$ cat src/gpio_pkg.sv
// Constants for the bit-programmable I/O port.
// Assumes a 32-bit classic Wishbone register bus with byte addressing.
package gpio_pkg;
    localparam int PORT_WIDTH = 8;
    // Byte addresses of the registers
    localparam logic [7:0] OFF_INPUT = 8'h00;
    localparam logic [7:0] OFF_OUTPUT = 8'h04;
    localparam logic [7:0] OFF_DRIVE_SEL = 8'h08;
    localparam logic [7:0] OFF_DIRECTION = 8'hd2;
    localparam logic [7:0] OFF_PIN_LEVEL = 8'h0c;
    // Reset values
    localparam logic [7:0] RST_DIRECTION = 8'h00;
    localparam logic [7:0] RST_OUTPUT = 8'h00;
    localparam logic [7:0] RST_DRIVE_SEL = 8'h00;
    localparam logic [7:0] RST_INPUT = 8'h00;
    // Direction bit encoding
    localparam logic DIR_OUTPUT = 1'b1;
    // Drive select encoding
    localparam logic DRV_OPEN_DRAIN = 1'b1;
    // Synchroniser depth
    localparam int SYNC_STAGES = 2;
endpackage : gpio_pkg

$ cat src/gpio_port.sv
// Bit-programmable I/O port with a classic Wishbone register slave.
// Assumes pins synchronous to clk_i at 125 MHz; one clock enable.
// What this block does
// - Output pin read returns requested value, not contended pin level.
// - Output bits disable their Schmitt input stage.
// - Unused register bit per pin keeps value, no pin effect.
// - Unused register bit never changed by pin activity.
// - Output register writes take effect on rising clock edge.
// - Output register read returns the held output value.
// - Register accesses accepted in any order and spacing.
// - Direction bit 1 is output, 0 is input, at 0xD2.
// - Drive select picks push-pull or open-drain per output bit.
// - Every input path goes through a Schmitt buffer.
// - Inputs pass two clocked stages before the input register.
// - Input-register writes on input pins ignored; bit loads the synchroniser.
// - Output register bit drives the pin of an output bit.
//
// The Wishbone slave port was decided locally.
`timescale 1ns/1ps
module gpio_port
    import gpio_pkg::*;
#(
    parameter int WIDTH = PORT_WIDTH
) (
    // Clock, reset, enable
    input wire logic clk_i,
    input wire logic rst_i,
    input wire logic ce_i,
    // Wishbone slave
    input wire logic cyc_i,
    input wire logic stb_i,
    input wire logic we_i,
    input wire logic [7:0] adr_i,
    input wire logic [3:0] sel_i,
    input wire logic [31:0] dat_i,
    output logic [31:0] dat_o,
    output logic ack_o,
    output logic err_o,
    // Pins
    input wire logic [WIDTH-1:0] pin_i,
    output logic [WIDTH-1:0] pin_o,
    output logic [WIDTH-1:0] pin_oe_o,
    output logic [WIDTH-1:0] schmitt_en_o
);
    logic [WIDTH-1:0] dir_q;
    logic [WIDTH-1:0] out_q;
    logic [WIDTH-1:0] odsel_q;
    logic [WIDTH-1:0] in_q;
    logic [WIDTH-1:0] sync_w;
    logic [WIDTH-1:0] pin_level_q;
    logic req_w;
    logic wr_w;
    logic hit_w;

    // Decode of the register map, used for write and for read
    function automatic logic addr_hit(input logic [7:0] a);
        addr_hit = (a == OFF_INPUT) || (a == OFF_OUTPUT) ||
            (a == OFF_DRIVE_SEL) || (a == OFF_DIRECTION) ||
            (a == OFF_PIN_LEVEL);
    endfunction : addr_hit

    // New request only when no answer is pending, so one answer per request
    assign req_w = cyc_i && stb_i && !ack_o && !err_o;
    assign hit_w = addr_hit(adr_i);
    assign wr_w = req_w && we_i && hit_w && sel_i[0];

    // Pin sampling: Schmitt buffer then two flops
    gpio_sync #(
        .WIDTH(WIDTH)
    ) u_sync (
        .clk_i(clk_i),
        .rst_i(rst_i),
        .ce_i(ce_i),
        .d_i(pin_i),
        .q_o(sync_w)
    );

    // Pad drive from registered controls
    gpio_pad #(
        .WIDTH(WIDTH)
    ) u_pad (
        .clk_i(clk_i),
        .rst_i(rst_i),
        .ce_i(ce_i),
        .dir_i(dir_q),
        .out_i(out_q),
        .odsel_i(odsel_q),
        .pin_o(pin_o),
        .pin_oe_o(pin_oe_o),
        .schmitt_en_o(schmitt_en_o)
    );

    // Direction register
    always_ff @(posedge clk_i) begin
        if (rst_i) begin
            dir_q <= RST_DIRECTION;
        end else if (ce_i && wr_w && adr_i == OFF_DIRECTION) begin
            dir_q <= dat_i[WIDTH-1:0];
        end
    end

    // Drive select register, meaningful only on output bits
    always_ff @(posedge clk_i) begin
        if (rst_i) begin
            odsel_q <= RST_DRIVE_SEL;
        end else if (ce_i && wr_w && adr_i == OFF_DRIVE_SEL) begin
            odsel_q <= dat_i[WIDTH-1:0];
        end
    end

    // Output register: written on a clock edge, held otherwise
    // Input pins keep their output bit untouched by pin activity
    always_ff @(posedge clk_i) begin
        if (rst_i) begin
            out_q <= RST_OUTPUT;
        end else if (ce_i && wr_w && adr_i == OFF_OUTPUT) begin
            out_q <= dat_i[WIDTH-1:0];
        end
    end

    // Input register: input bits track the synchroniser, overwriting
    // any write; output bits keep the last written value
    always_ff @(posedge clk_i) begin
        if (rst_i) begin
            in_q <= RST_INPUT;
        end else if (ce_i) begin
            for (int i = 0; i < WIDTH; i++) begin
                if (dir_q[i] != DIR_OUTPUT) begin
                    in_q[i] <= sync_w[i];
                end else if (wr_w && adr_i == OFF_INPUT) begin
                    in_q[i] <= dat_i[i];
                end
                // Output bits never sample the pin
            end
        end
    end

    // Raw synchronised pin level, for diagnostics only
    always_ff @(posedge clk_i) begin
        if (rst_i) begin
            pin_level_q <= '0;
        end else if (ce_i) begin
            pin_level_q <= sync_w;
        end
    end

    // Bus answer: ack one cycle after the request, err on unmapped
    always_ff @(posedge clk_i) begin
        if (rst_i) begin
            ack_o <= 1'b0;
            err_o <= 1'b0;
        end else if (ce_i) begin
            ack_o <= req_w && hit_w;
            err_o <= req_w && !hit_w;
        end
    end

    // Read data; output register returns held value
    always_ff @(posedge clk_i) begin
        if (rst_i) begin
            dat_o <= '0;
        end else if (ce_i) begin
            dat_o <= '0;
            if (req_w && !we_i) begin
                case (adr_i)
                    OFF_INPUT: dat_o[WIDTH-1:0] <= in_q;
                    OFF_OUTPUT: dat_o[WIDTH-1:0] <= out_q;
                    OFF_DRIVE_SEL: dat_o[WIDTH-1:0] <= odsel_q;
                    OFF_DIRECTION: dat_o[WIDTH-1:0] <= dir_q;
                    OFF_PIN_LEVEL: dat_o[WIDTH-1:0] <= pin_level_q;
                    default: dat_o <= '0;
                endcase
            end
        end
    end
endmodule : gpio_port

$ cat src/gpio_sync.sv
// Two-stage synchroniser for the port input pins.
// Assumes pins are sampled on clk_i with a common clock enable.
`timescale 1ns/1ps
module gpio_sync
    import gpio_pkg::*;
#(
    parameter int WIDTH = PORT_WIDTH
) (
    // Clock, reset, enable
    input wire logic clk_i,
    input wire logic rst_i,
    input wire logic ce_i,
    // Data
    input wire logic [WIDTH-1:0] d_i,
    output logic [WIDTH-1:0] q_o
);
    logic [WIDTH-1:0] meta_q;

    // First stage is read only by the second stage
    always_ff @(posedge clk_i) begin
        if (rst_i) begin
            meta_q <= '0;
            q_o <= '0;
        end else if (ce_i) begin
            meta_q <= d_i;
            q_o <= meta_q;
        end
    end
endmodule : gpio_sync

$ cat src/gpio_pad.sv
// Per-pin drive logic: direction, push-pull or open-drain.
// Assumes registered controls; outputs are registered here.
`timescale 1ns/1ps
module gpio_pad
    import gpio_pkg::*;
#(
    parameter int WIDTH = PORT_WIDTH
) (
    // Clock, reset, enable
    input wire logic clk_i,
    input wire logic rst_i,
    input wire logic ce_i,
    // Controls
    input wire logic [WIDTH-1:0] dir_i,
    input wire logic [WIDTH-1:0] out_i,
    input wire logic [WIDTH-1:0] odsel_i,
    // Pad
    output logic [WIDTH-1:0] pin_o,
    output logic [WIDTH-1:0] pin_oe_o,
    output logic [WIDTH-1:0] schmitt_en_o
);
    genvar g;
    generate
        for (g = 0; g < WIDTH; g++) begin : g_pin
            // Pin drive per bit; open drain only pulls low
            always_ff @(posedge clk_i) begin
                if (rst_i) begin
                    pin_o[g] <= 1'b0;
                    pin_oe_o[g] <= 1'b0;
                    schmitt_en_o[g] <= 1'b1;
                end else if (ce_i) begin
                    // Input stage off on outputs to save power
                    schmitt_en_o[g] <= (dir_i[g] != DIR_OUTPUT);
                    if (dir_i[g] == DIR_OUTPUT) begin
                        if (odsel_i[g] == DRV_OPEN_DRAIN) begin
                            pin_o[g] <= 1'b0;
                            pin_oe_o[g] <= ~out_i[g];
                        end else begin
                            pin_o[g] <= out_i[g];
                            pin_oe_o[g] <= 1'b1;
                        end
                    end else begin
                        pin_o[g] <= 1'b0;
                        pin_oe_o[g] <= 1'b0;
                    end
                end
            end
        end
    endgenerate
endmodule : gpio_pad

$ cat config.mk
export PLATFORM = sky130hd
export DESIGN_NAME = gpio_port
export DESIGN_NICKNAME = d
export VERILOG_FILES = /design/src/gpio_pkg.sv /design/src/gpio_port.sv /design/src/gpio_sync.sv /design/src/gpio_pad.sv
export SDC_FILE = /design/constraint.sdc
export NUM_CORES = 1
export LEC_CHECK = 0
export ABC_AREA = 1
export BUFFER_PORTS_ARGS = -buffer_cell sky130_fd_sc_hd__buf_2
export CAP_MARGIN = 20
export CORE_ASPECT_RATIO = 0.7
export CORE_UTILIZATION = 45
export DETAILED_ROUTE_END_ITERATION = 8
export PLACE_DENSITY_LB_ADDON = 0.25
export SYNTH_ARGS = -nofsm -noshare
export SYNTH_HDL_FRONTEND = slang
export SYNTH_HIERARCHICAL = 1
export SYNTH_SLANG_ARGS = --single-unit
export TNS_END_PERCENT = 10
$ cat constraint.sdc
create_clock -name clk_i -period 1.8 [get_ports clk_i]
set_clock_uncertainty 0.1 [all_clocks]
set_input_delay 0.36 -clock clk_i [delete_from_list [all_inputs] [get_ports clk_i]]
set_output_delay 0.36 -clock clk_i [all_outputs]
set_load 0.01 [all_outputs]
==> results.md, run 1 <==
* Post-synthesis cell count at 662
* Most frequent cells in the layout: 182 x nand2_1, 103 x nor2_1, 90 x dfxtp_1
* DP Worst Slack at -0.003108 ns
* Clock Latency Late Sink at ~0.34 ns
* Max_slew headroom at 0.5884
* CP required at slightly below 2 ns
* Top-level I/O count at between 100 and 150
* Commonest non-fill, non-tap cell in the layout: nand2_1
* GRT overflow at 0
* DR vias/cell at 4.674
* DPL Wire Length at roughly 7500 microns
* Clk buf depth at 2
* CTS Buf Count at 9
* Post-CTS sizing at 0
* Port bufs at 64
* Final worst setup slack at approximately 0.25 ns
* Initial antenna violation count at 0
* Area contributors post-synth: dfxtp_1 40%, nand2_1 15%, nor2_1 8.7%, inv_1 7.2%, nand3_1 4.3%
* Synthesis warning total at 6
* Mapped cell area at between 4000 and 5000 sq um
* Critical path startpoint category: register
* DR iter-0 viols at between 200 and 250
* Syn Area/Cell at 6.730 sq um
* Hold Crit Class: in -> reg
* Crit path arrival time at 1.68 ns
* Routability cong. at between 0.8 and 0.9
* Final nets at about 800
* RR Startpoint: err_o$_SDFFE_PP0P_
* Largest net degree at the start of global routing at 49
* Share of cells above drive strength 1 at 0.1744
* CP endpoint kind: register
* Cell taking the most area after synthesis: dfxtp_1
* Layout fillers at 920
* Static leakage at 0.002537 uW
* Placed Area at a little under 5000 sq um
* Register bit total from synthesis at 90
* Per-cell routed wire length at between 10 and 15 microns
* Setup TNS at 0 ns
* Core Region at a little over 9000 sq um
* Vias at approximately 4000
* F_max at around 640 MHz
* Number of global-route vias before repair at around 3800
* Slew @ Worst Pin at ~0.62 ns
* # DRC at 0
* Critical path type: reg -> reg
* Area Growth Syn to Fin at 15.84%
* # H-tree levels at 3
* Hold Buf Count CTS at 0
* Distinct cell type count after synthesis at 26
* CTS sink count at 90
* Clock slew at reported path FFs at 0.06 ns
* Num rows at 29
* Die X at 120.9 microns
* CTS tree: built
* PwrDens at 859.8 nW/um^2
* Number of nets still failing antenna checks after routing at 0
* Die ar. at around 10000 sq um
* Root Driver: clkbuf_16
* Count of final setup violators at 0
* Wire length of the first global-routing pass at 17250 microns
* Synth top area share at 0.4044
* Initial Utilization at 0.4778
* Max IR drop VDD at 482.9 uV
* Final period utilization at 0.8617
* Post-CTS Setup Inserts at 0
* Seq/Total Area, Yosys at 0.4044
* Height of the die at 85.25 microns
* Max_cap viols at 0
* Minimum clock period at 1.551 ns
* Status: complete, no violations
* TritonRoute pass-1 iters at 4
* Fin. Hold Viols at 0
* Hold path start: pin_i[1]
* Final WL at 10150 microns
* Worst Path Max Fanout at 16
* Final slew viol count at 0
* GRT Total Usage at 0.2114
* Finished Cell Area at between 5000 and 6000 sq um
* RSZ-0062 raised after global routing: no
* Worst setup startpoint: err_o$_SDFFE_PP0P_
## power breakdown
group / internal, uW / switching (uW)
Sequential: 2040 / 28.4
Combinational: 113 / 211
Clock: 1290 / 753
## critical path, cell delays in order (launching register included)
cell     delay, ns
dfxtp_1       0.33
nor2_1        0.10
nand3_1       0.16
nor2_4        0.15
nand2_4       0.08
nor2_8        0.14
nand2_4       0.16
o21ai_1       0.16
nor2_1        0.06
## layer usage
layer  global-route usage  part of all wire
met3              0.04637             0.067
met1               0.2757              0.48
met2               0.3501              0.45
met4              0.06285            0.0097
met5                    0                 0
## synthesized netlist by cell type (all sizes together)
cell / n
conb: 1
buf: 40
nor2: 111
clkbuf: 6
nand2: 197
clkinv: 1
inv: 92
mux2i: 8
dfxtp: 90
o21ai: 42
a21oi: 34
nand3: 39
nor3: 1
## path summary, 6_finish.rpt
kind	to	slack [ns]	cells past startpoint
min	u_sync/meta_q[1]$_SDFFE_PP0P_	0.21	5
max reg2reg	dir_q[1]$_SDFFE_PP0P_	0.25	8
min reg2reg	u_pad/pin_oe_o[1]$_SDFFE_PP0P_	0.36	2
max	dir_q[1]$_SDFFE_PP0P_	0.25	8
## layout make-up
type,instances,area (sq um),area share
clock buffers,12,256.5,0.04970
multi-input cells,456,2049,0.3971
repair buffers,79,470.5,0.09115
inverters,93,351.6,0.06812
well taps,124,155.1,0.03006
flip-flops and latches,90,1802,0.3491
diodes,1,2.502,0.0004848
clock inverters,4,73.82,0.01430
## stage by stage
stage	cells	hold slack [ns]	power, uW	utilization
after floorplan	685	0.3490	2366	-
after global placement	842	0.3492	2424	0.5178
after detailed placement	842	0.3491	2436	0.5178
after CTS	858	0.1998	4485	0.5532
after global routing	858	0.2376	4605	0.5532
final	859	0.2069	4438	0.5535
## kinds of logic (layout without fill, tap and decap cells)
group | Yosys count | in the layout | synth area share
simple gates | 348 | 348 | 0.3339
buf+inv | 139 | 188 | 0.1550
flops | 90 | 90 | 0.4044
compound gates | 76 | 76 | 0.08790
mux | 8 | 8 | 0.01797
other cells | 1 | 25 | 0.0008417
Note: power is estimated with default switching activity, not from simulation.
==> run 2, diff against run 1 <==
PLACE_DENSITY = 0.73   (was not set)
PLACE_DENSITY_LB_ADDON = not set   (was 0.25)
==> results.md, run 2 (synthesis gave the netlist of run 1 again) <==
* Num rows at 29 (unchanged)
* TritonRoute pass-1 iters at 4 (unchanged)
* # H-tree levels at 3 (unchanged)
* CTS tree: built (unchanged)
* Number of nets still failing antenna checks after routing at 0 (unchanged)
* Number of placed instances, taps included at 841 (was 842)
* Non-Filler Instances at 857 (was 859)
* RSZ-0062 raised after global routing: no (unchanged)
* Seq. cell area at 1802 sq um (unchanged)
* Initial Utilization at 0.4778 (unchanged)
* Final period utilization at 0.8667 (was 0.8617)
* Area occupied by multi-input gates at 2049 sq um (unchanged)
* WHS Path Cells at 2 (was 5)
* Delay-heaviest family, CP: simple AND/OR/NAND/NOR gates (unchanged)
* Critical path startpoint category: register (unchanged)
* Per-cell routed wire length at 11.90 microns (was 11.82 microns)
* Count of final setup violators at 0 (unchanged)
* Critical Path Stages at 8 (unchanged)
* Placed Area at 4821 sq um (was 4828 sq um)
* Hold path start: rst_i (was pin_i[1])
* Core Region at 9325 sq um (unchanged)
* RR Startpoint: err_o$_SDFFE_PP0P_ (unchanged)
* Share of cells above drive strength 1 at 0.1733 (was 0.1744)
* Layout fillers at 909 (was 920)
* # DRC at 0 (unchanged)
* Height of the die at 85.25 microns (unchanged)
* PwrDens at 840.4 nW/um^2 (was 859.8 nW/um^2)
* Largest net degree at the start of global routing at 45 (was 49)
* Worst Path Buf+Inv at 0 (unchanged)
* Hold Crit Class: in -> reg (unchanged)
* ANT cells at 0 (was 1)
* R2R Setup Slk at 0.24 ns (was 0.25 ns)
* Final worst setup slack at 0.2400 ns (was 0.2489 ns)
* Slew @ Worst Pin at 0.6383 ns (was 0.6151 ns)
* DR vias/cell at 4.723 (was 4.674)
* Die ar. at 10310 sq um (unchanged)
* Max IR drop VDD at 532.6 uV (was 482.9 uV)
* Vias at 4048 (was 4015)
* Finished Cell Area at 5125 sq um (was 5161 sq um)
* Setup TNS at 0 ns (unchanged)
* GRT overflow at 0 (unchanged)
* Clk buf depth at 2 (unchanged)
* Critical-path top delay cell: dfxtp_1 (unchanged)
* Status: complete, no violations (unchanged)
* Hold Buf Count CTS at 0 (unchanged)
* Initial antenna violation count at 0 (unchanged)
* Critical path type: reg -> reg (unchanged)
* Post-CTS sizing at 0 (unchanged)
* Die X at 120.9 microns (unchanged)
* R2R depth at 8 (unchanged)
* F_max at 641.0 MHz (was 644.7 MHz)
* Final slew viol count at 0 (unchanged)
* Commonest non-fill, non-tap cell in the layout: nand2_1 (unchanged)
* Final nets at 786 (was 787)
* CP required at 1.94 ns (was 1.93 ns)
* Number of global-route vias before repair at 3768 (was 3824)
* Static leakage at 0.002520 uW (was 0.002537 uW)
* Top-level I/O count at 116 (unchanged)
* Fin. Hold Viols at 0 (unchanged)
* Crit path arrival time at 1.70 ns (was 1.68 ns)
* DR iter-0 viols at 210 (was 239)
* Routability cong. at 0.8570 (was 0.8630)
* Wire length of the first global-routing pass at 17360 microns (was 17250 microns)
* Max incr delay on CP at 0.33 ns (about the same)
* CP endpoint kind: register (unchanged)
* Hold EP: dat_o[4]$_SDFFE_PP0P_ (was u_sync/meta_q[1]$_SDFFE_PP0P_)
* Minimum clock period at 1.560 ns (was 1.551 ns)
* DP Worst Slack at -0.03150 ns (was -0.003108 ns)
* Pwr Total at 4307 uW (was 4438 uW)
* Max_slew headroom at 0.5729 (was 0.5884)
* Area Growth Syn to Fin at 15.02% (was 15.84%)
* Port bufs at 64 (unchanged)
* Worst R2R End: out_q[3]$_SDFFE_PP0P_ (was dir_q[1]$_SDFFE_PP0P_)
* Most frequent cells in the layout: 182 x nand2_1, 103 x nor2_1, 90 x dfxtp_1 (unchanged)
* Final WL at 10200 microns (was 10150 microns)
* Clock Latency Late Sink at 0.34 ns (about the same)
* GRT Total Usage at 0.2132 (was 0.2114)
* Worst Path Max Fanout at 16 (unchanged)
* CP Cell Sequence: nor2_1, nand3_1, nor2_4, nand2_4, nor2_8, nand2_4, o21ai_1, nor2_1 (unchanged)
* DPL Wire Length at 7592 microns (was 7545 microns)
* CTS sink count at 90 (unchanged)
* Max_cap viols at 0 (unchanged)
* Post-CTS Setup Inserts at 0 (unchanged)
* CTS Buf Count at 9 (unchanged)
* Root Driver: clkbuf_16 (unchanged)
* Clock slew at reported path FFs at 0.06 ns (about the same)
==> run 2: cell count changes in the layout (fill, tap and decap cells not counted) <==
cell | previous run | this run
inv_6 | 0 | 1
clkbuf_8 | 2 | 1
bufinv_16 | 2 | 1
clkinv_4 | 1 | 2
diode_2 | 1 | 0
buf_4 | 12 | 11
==> run 2: worst max-delay path by stage <==
| stage | startpoint | to |
|---|---|---|
| 6_report | err_o$_SDFFE_PP0P_ | out_q[3]$_SDFFE_PP0P_ |
| 5_1_grt | adr_i[0] | dat_o[3]$_SDFFE_PP0P_ |
| 4_1_cts | err_o$_SDFFE_PP0P_ | out_q[3]$_SDFFE_PP0P_ |
| 3_5_place_dp | adr_i[1] | out_q[3]$_SDFFE_PP0P_ |
| 3_3_place_gp | adr_i[0] | dat_o[3]$_SDFFE_PP0P_ |
| 2_1_floorplan | adr_i[0] | out_q[0]$_SDFFE_PP0P_ |
==> run 2: metal layers <==
metal / track usage / vias up / part of all wire
met5: 0 / - / 0
met4: 0.06285 / 0 / 0.013
met3: 0.04234 / 16 / 0.054
met2: 0.3351 / 94 / 0.44
met1: 0.2954 / 1839 / 0.49
li1: - / 2099 / -
==> run 2: layout make-up <==
cell class,instances,area share
Clock buffer,11,0.04736
Timing Repair Buffer,78,0.09033
Clock inverter,5,0.01196
Multi-Input combinational cell,456,0.3999
Inverter,93,0.06860
Tap cell,124,0.03027
Sequential cell,90,0.3516
==> run 2: per-stage QoR <==
stage | hold slack [ns] | util
2_1_floorplan | 0.3490 | -
3_3_place_gp | 0.3478 | 0.5170
3_5_place_dp | 0.3552 | 0.5170
4_1_cts | 0.1826 | 0.5496
5_1_grt | 0.2083 | 0.5496
6_report | 0.1845 | 0.5496
==> run 2: report_power, final <==
part | internal [uW] | leakage (uW) | switching (uW)
clock | 1120 | 0.000150 | 796
combinational | 112 | 0.00164 | 212
sequential | 2040 | 0.000732 | 27.1
==> run 3, diff against run 2 <==
REMOVE_ABC_BUFFERS = 1   (was not set)
==> results.md, run 3 (synthesis gave the netlist of run 1 again) <==
* Area occupied by multi-input gates at 2049 sq um (unchanged)
* Crit path arrival time at 1.70 ns (about the same)
* CTS sink count at 90 (unchanged)
* Worst Path Max Fanout at 16 (unchanged)
* PwrDens at 797.0 nW/um^2 (was 840.4 nW/um^2)
* Max IR drop VDD at 626.1 uV (was 532.6 uV)
* Initial Utilization at 0.4778 (unchanged)
* NetSw at 970.1 uW (was 1034 uW)
* Hold path start: pin_i[5] (was rst_i)
* # DRC at 0 (unchanged)
* RSZ-0062 raised after global routing: no (unchanged)
* Number of global-route vias before repair at 3703 (was 3768)
* Status: complete, no violations (unchanged)
* ANT cells at 0 (unchanged)
* Number of nets still failing antenna checks after routing at 0 (unchanged)
* Max_cap viols at 0 (unchanged)
* Sw Ratio at 0.2398 (was 0.2402)
* CTS Buf Count at 9 (unchanged)
* Commonest non-fill, non-tap cell in the layout: nand2_1 (unchanged)
* Vias at 4064 (was 4048)
* Final period utilization at 0.8673 (was 0.8667)
* Height of the die at 85.25 microns (unchanged)
* Num rows at 29 (unchanged)
* Area Growth Syn to Fin at 13.90% (was 15.02%)
* Fin Hold WS at 0.2043 ns (was 0.1845 ns)
* Per-cell routed wire length at 11.97 microns (was 11.90 microns)
* Root Driver: clkbuf_16 (unchanged)
* Worst setup startpoint: err_o$_SDFFE_PP0P_ (unchanged)
* RR Startpoint: err_o$_SDFFE_PP0P_ (unchanged)
* Clk buf depth at 2 (unchanged)
* Wire length of the first global-routing pass at 16950 microns (was 17360 microns)
* Fin. Hold Viols at 0 (unchanged)
* Most frequent cells in the layout: 182 x nand2_1, 103 x nor2_1, 90 x dfxtp_1 (unchanged)
* Top-level I/O count at 116 (unchanged)
* Power Internal at 3075 uW (was 3273 uW)
* DR iter-0 viols at 317 (was 210)
* # H-tree levels at 3 (unchanged)
* Share of cells above drive strength 1 at 0.1694 (was 0.1733)
* Post-CTS sizing at 0 (unchanged)
* Minimum clock period at 1.561 ns (was 1.560 ns)
* DR vias/cell at 4.748 (was 4.723)
* F_max at 640.5 MHz (was 641.0 MHz)
* Die X at 120.9 microns (unchanged)
* DPL Wire Length at 7668 microns (was 7592 microns)
* Largest net degree at the start of global routing at 57 (was 45)
* Routability cong. at 0.8531 (was 0.8570)
* Clock slew at reported path FFs at 0.06 ns (about the same)
* Core Region at 9325 sq um (unchanged)
* Critical path startpoint category: register (unchanged)
* GRT Total Usage at 0.2092 (was 0.2132)
* Final WL at 10250 microns (was 10200 microns)
* Layout fillers at 938 (was 909)
* Final nets at 786 (unchanged)
* GRT overflow at 0 (unchanged)
* Post-CTS Setup Inserts at 0 (unchanged)
* Clock power frac at 0.409 (was 0.445)
* Die ar. at 10310 sq um (unchanged)
* Count of final setup violators at 0 (unchanged)
* Hold Buf Count CTS at 0 (unchanged)
* CTS tree: built (unchanged)
* Setup TNS at 0 ns (unchanged)
* CP required at 1.93 ns (was 1.94 ns)
* Initial antenna violation count at 0 (unchanged)
* Port bufs at 64 (unchanged)
* Sequential share of power at 0.511 (was 0.480)
* Final slew viol count at 0 (unchanged)
* Critical path type: reg -> reg (unchanged)
* TritonRoute pass-1 iters at 5 (was 4)
* CP endpoint kind: register (unchanged)
* Static leakage at 0.002493 uW (was 0.002520 uW)
* Hold Crit Class: in -> reg (unchanged)
* Clock Latency Late Sink at 0.34 ns (about the same)
* Comb power frac at 0.080 (was 0.075)
* Seq. cell area at 1802 sq um (unchanged)
==> run 3: worst max-delay path, cell delays in order, from the launching register on <==
cell	delay (ns)
dfxtp_1	0.33
nor2_1	0.11
nand3_1	0.15
nor2_4	0.15
nand2_4	0.08
nor2_8	0.14
nand2_4	0.16
o21ai_1	0.18
nor2_1	0.05
==> run 3: cell type report <==
| cell class | count | area share |
|---|---|---|
| Clock buffer | 12 | 0.04660 |
| Clock inverter | 3 | 0.003452 |
| Inverter | 93 | 0.06928 |
| Multi-Input combinational cell | 456 | 0.4038 |
| Sequential cell | 90 | 0.3550 |
| Tap cell | 124 | 0.03057 |
| Timing Repair Buffer | 78 | 0.09122 |
==> run 3: final timing paths <==
kind | end | cells after the start | slack [ns]
setup / recovery | odsel_q[5]$_SDFFE_PP0P_ | 8 | 0.24
hold / removal | u_sync/meta_q[5]$_SDFFE_PP0P_ | 5 | 0.20
setup reg to reg | odsel_q[5]$_SDFFE_PP0P_ | 8 | 0.24
hold reg to reg | u_pad/pin_o[7]$_SDFFE_PP0P_ | 2 | 0.36
==> run 3: layer usage <==
layer  up-vias  routed length (microns)  GRT usage
met5         -                        0          0
met4         0                      117    0.06285
met3        15                      700    0.04839
met2       122                     4562     0.3403
met1      1832                     4869     0.2759
li1       2095                        -          -
==> run 3: per-stage QoR <==
step / worst slack, ns / instances / instance area, sq um / util / power (uW)
final: 0.2388 / 856 / 5075 / 0.5442 / 4045
after global routing: 0.09177 / 856 / 5075 / 0.5442 / 4217
after CTS: 0.2106 / 856 / 5075 / 0.5442 / 4088
after detailed placement: 0.001544 / 841 / 4821 / 0.5170 / 2432
after global placement: 0.07247 / 841 / 4821 / 0.5170 / 2421
after floorplan: 0.2946 / 639 / 4203 / - / 2283
==> run 3: power groups by stage <==
stage | Sequential (uW) | Combinational [uW] | Clock [uW]
2_1_floorplan | 2100 | 179 | 0
4_1_cts | 2070 | 322 | 1700
5_1_grt | 2070 | 362 | 1780
3_3_place_gp | 2110 | 311 | 0
6_report | 2070 | 322 | 1660
3_5_place_dp | 2110 | 321 | 0
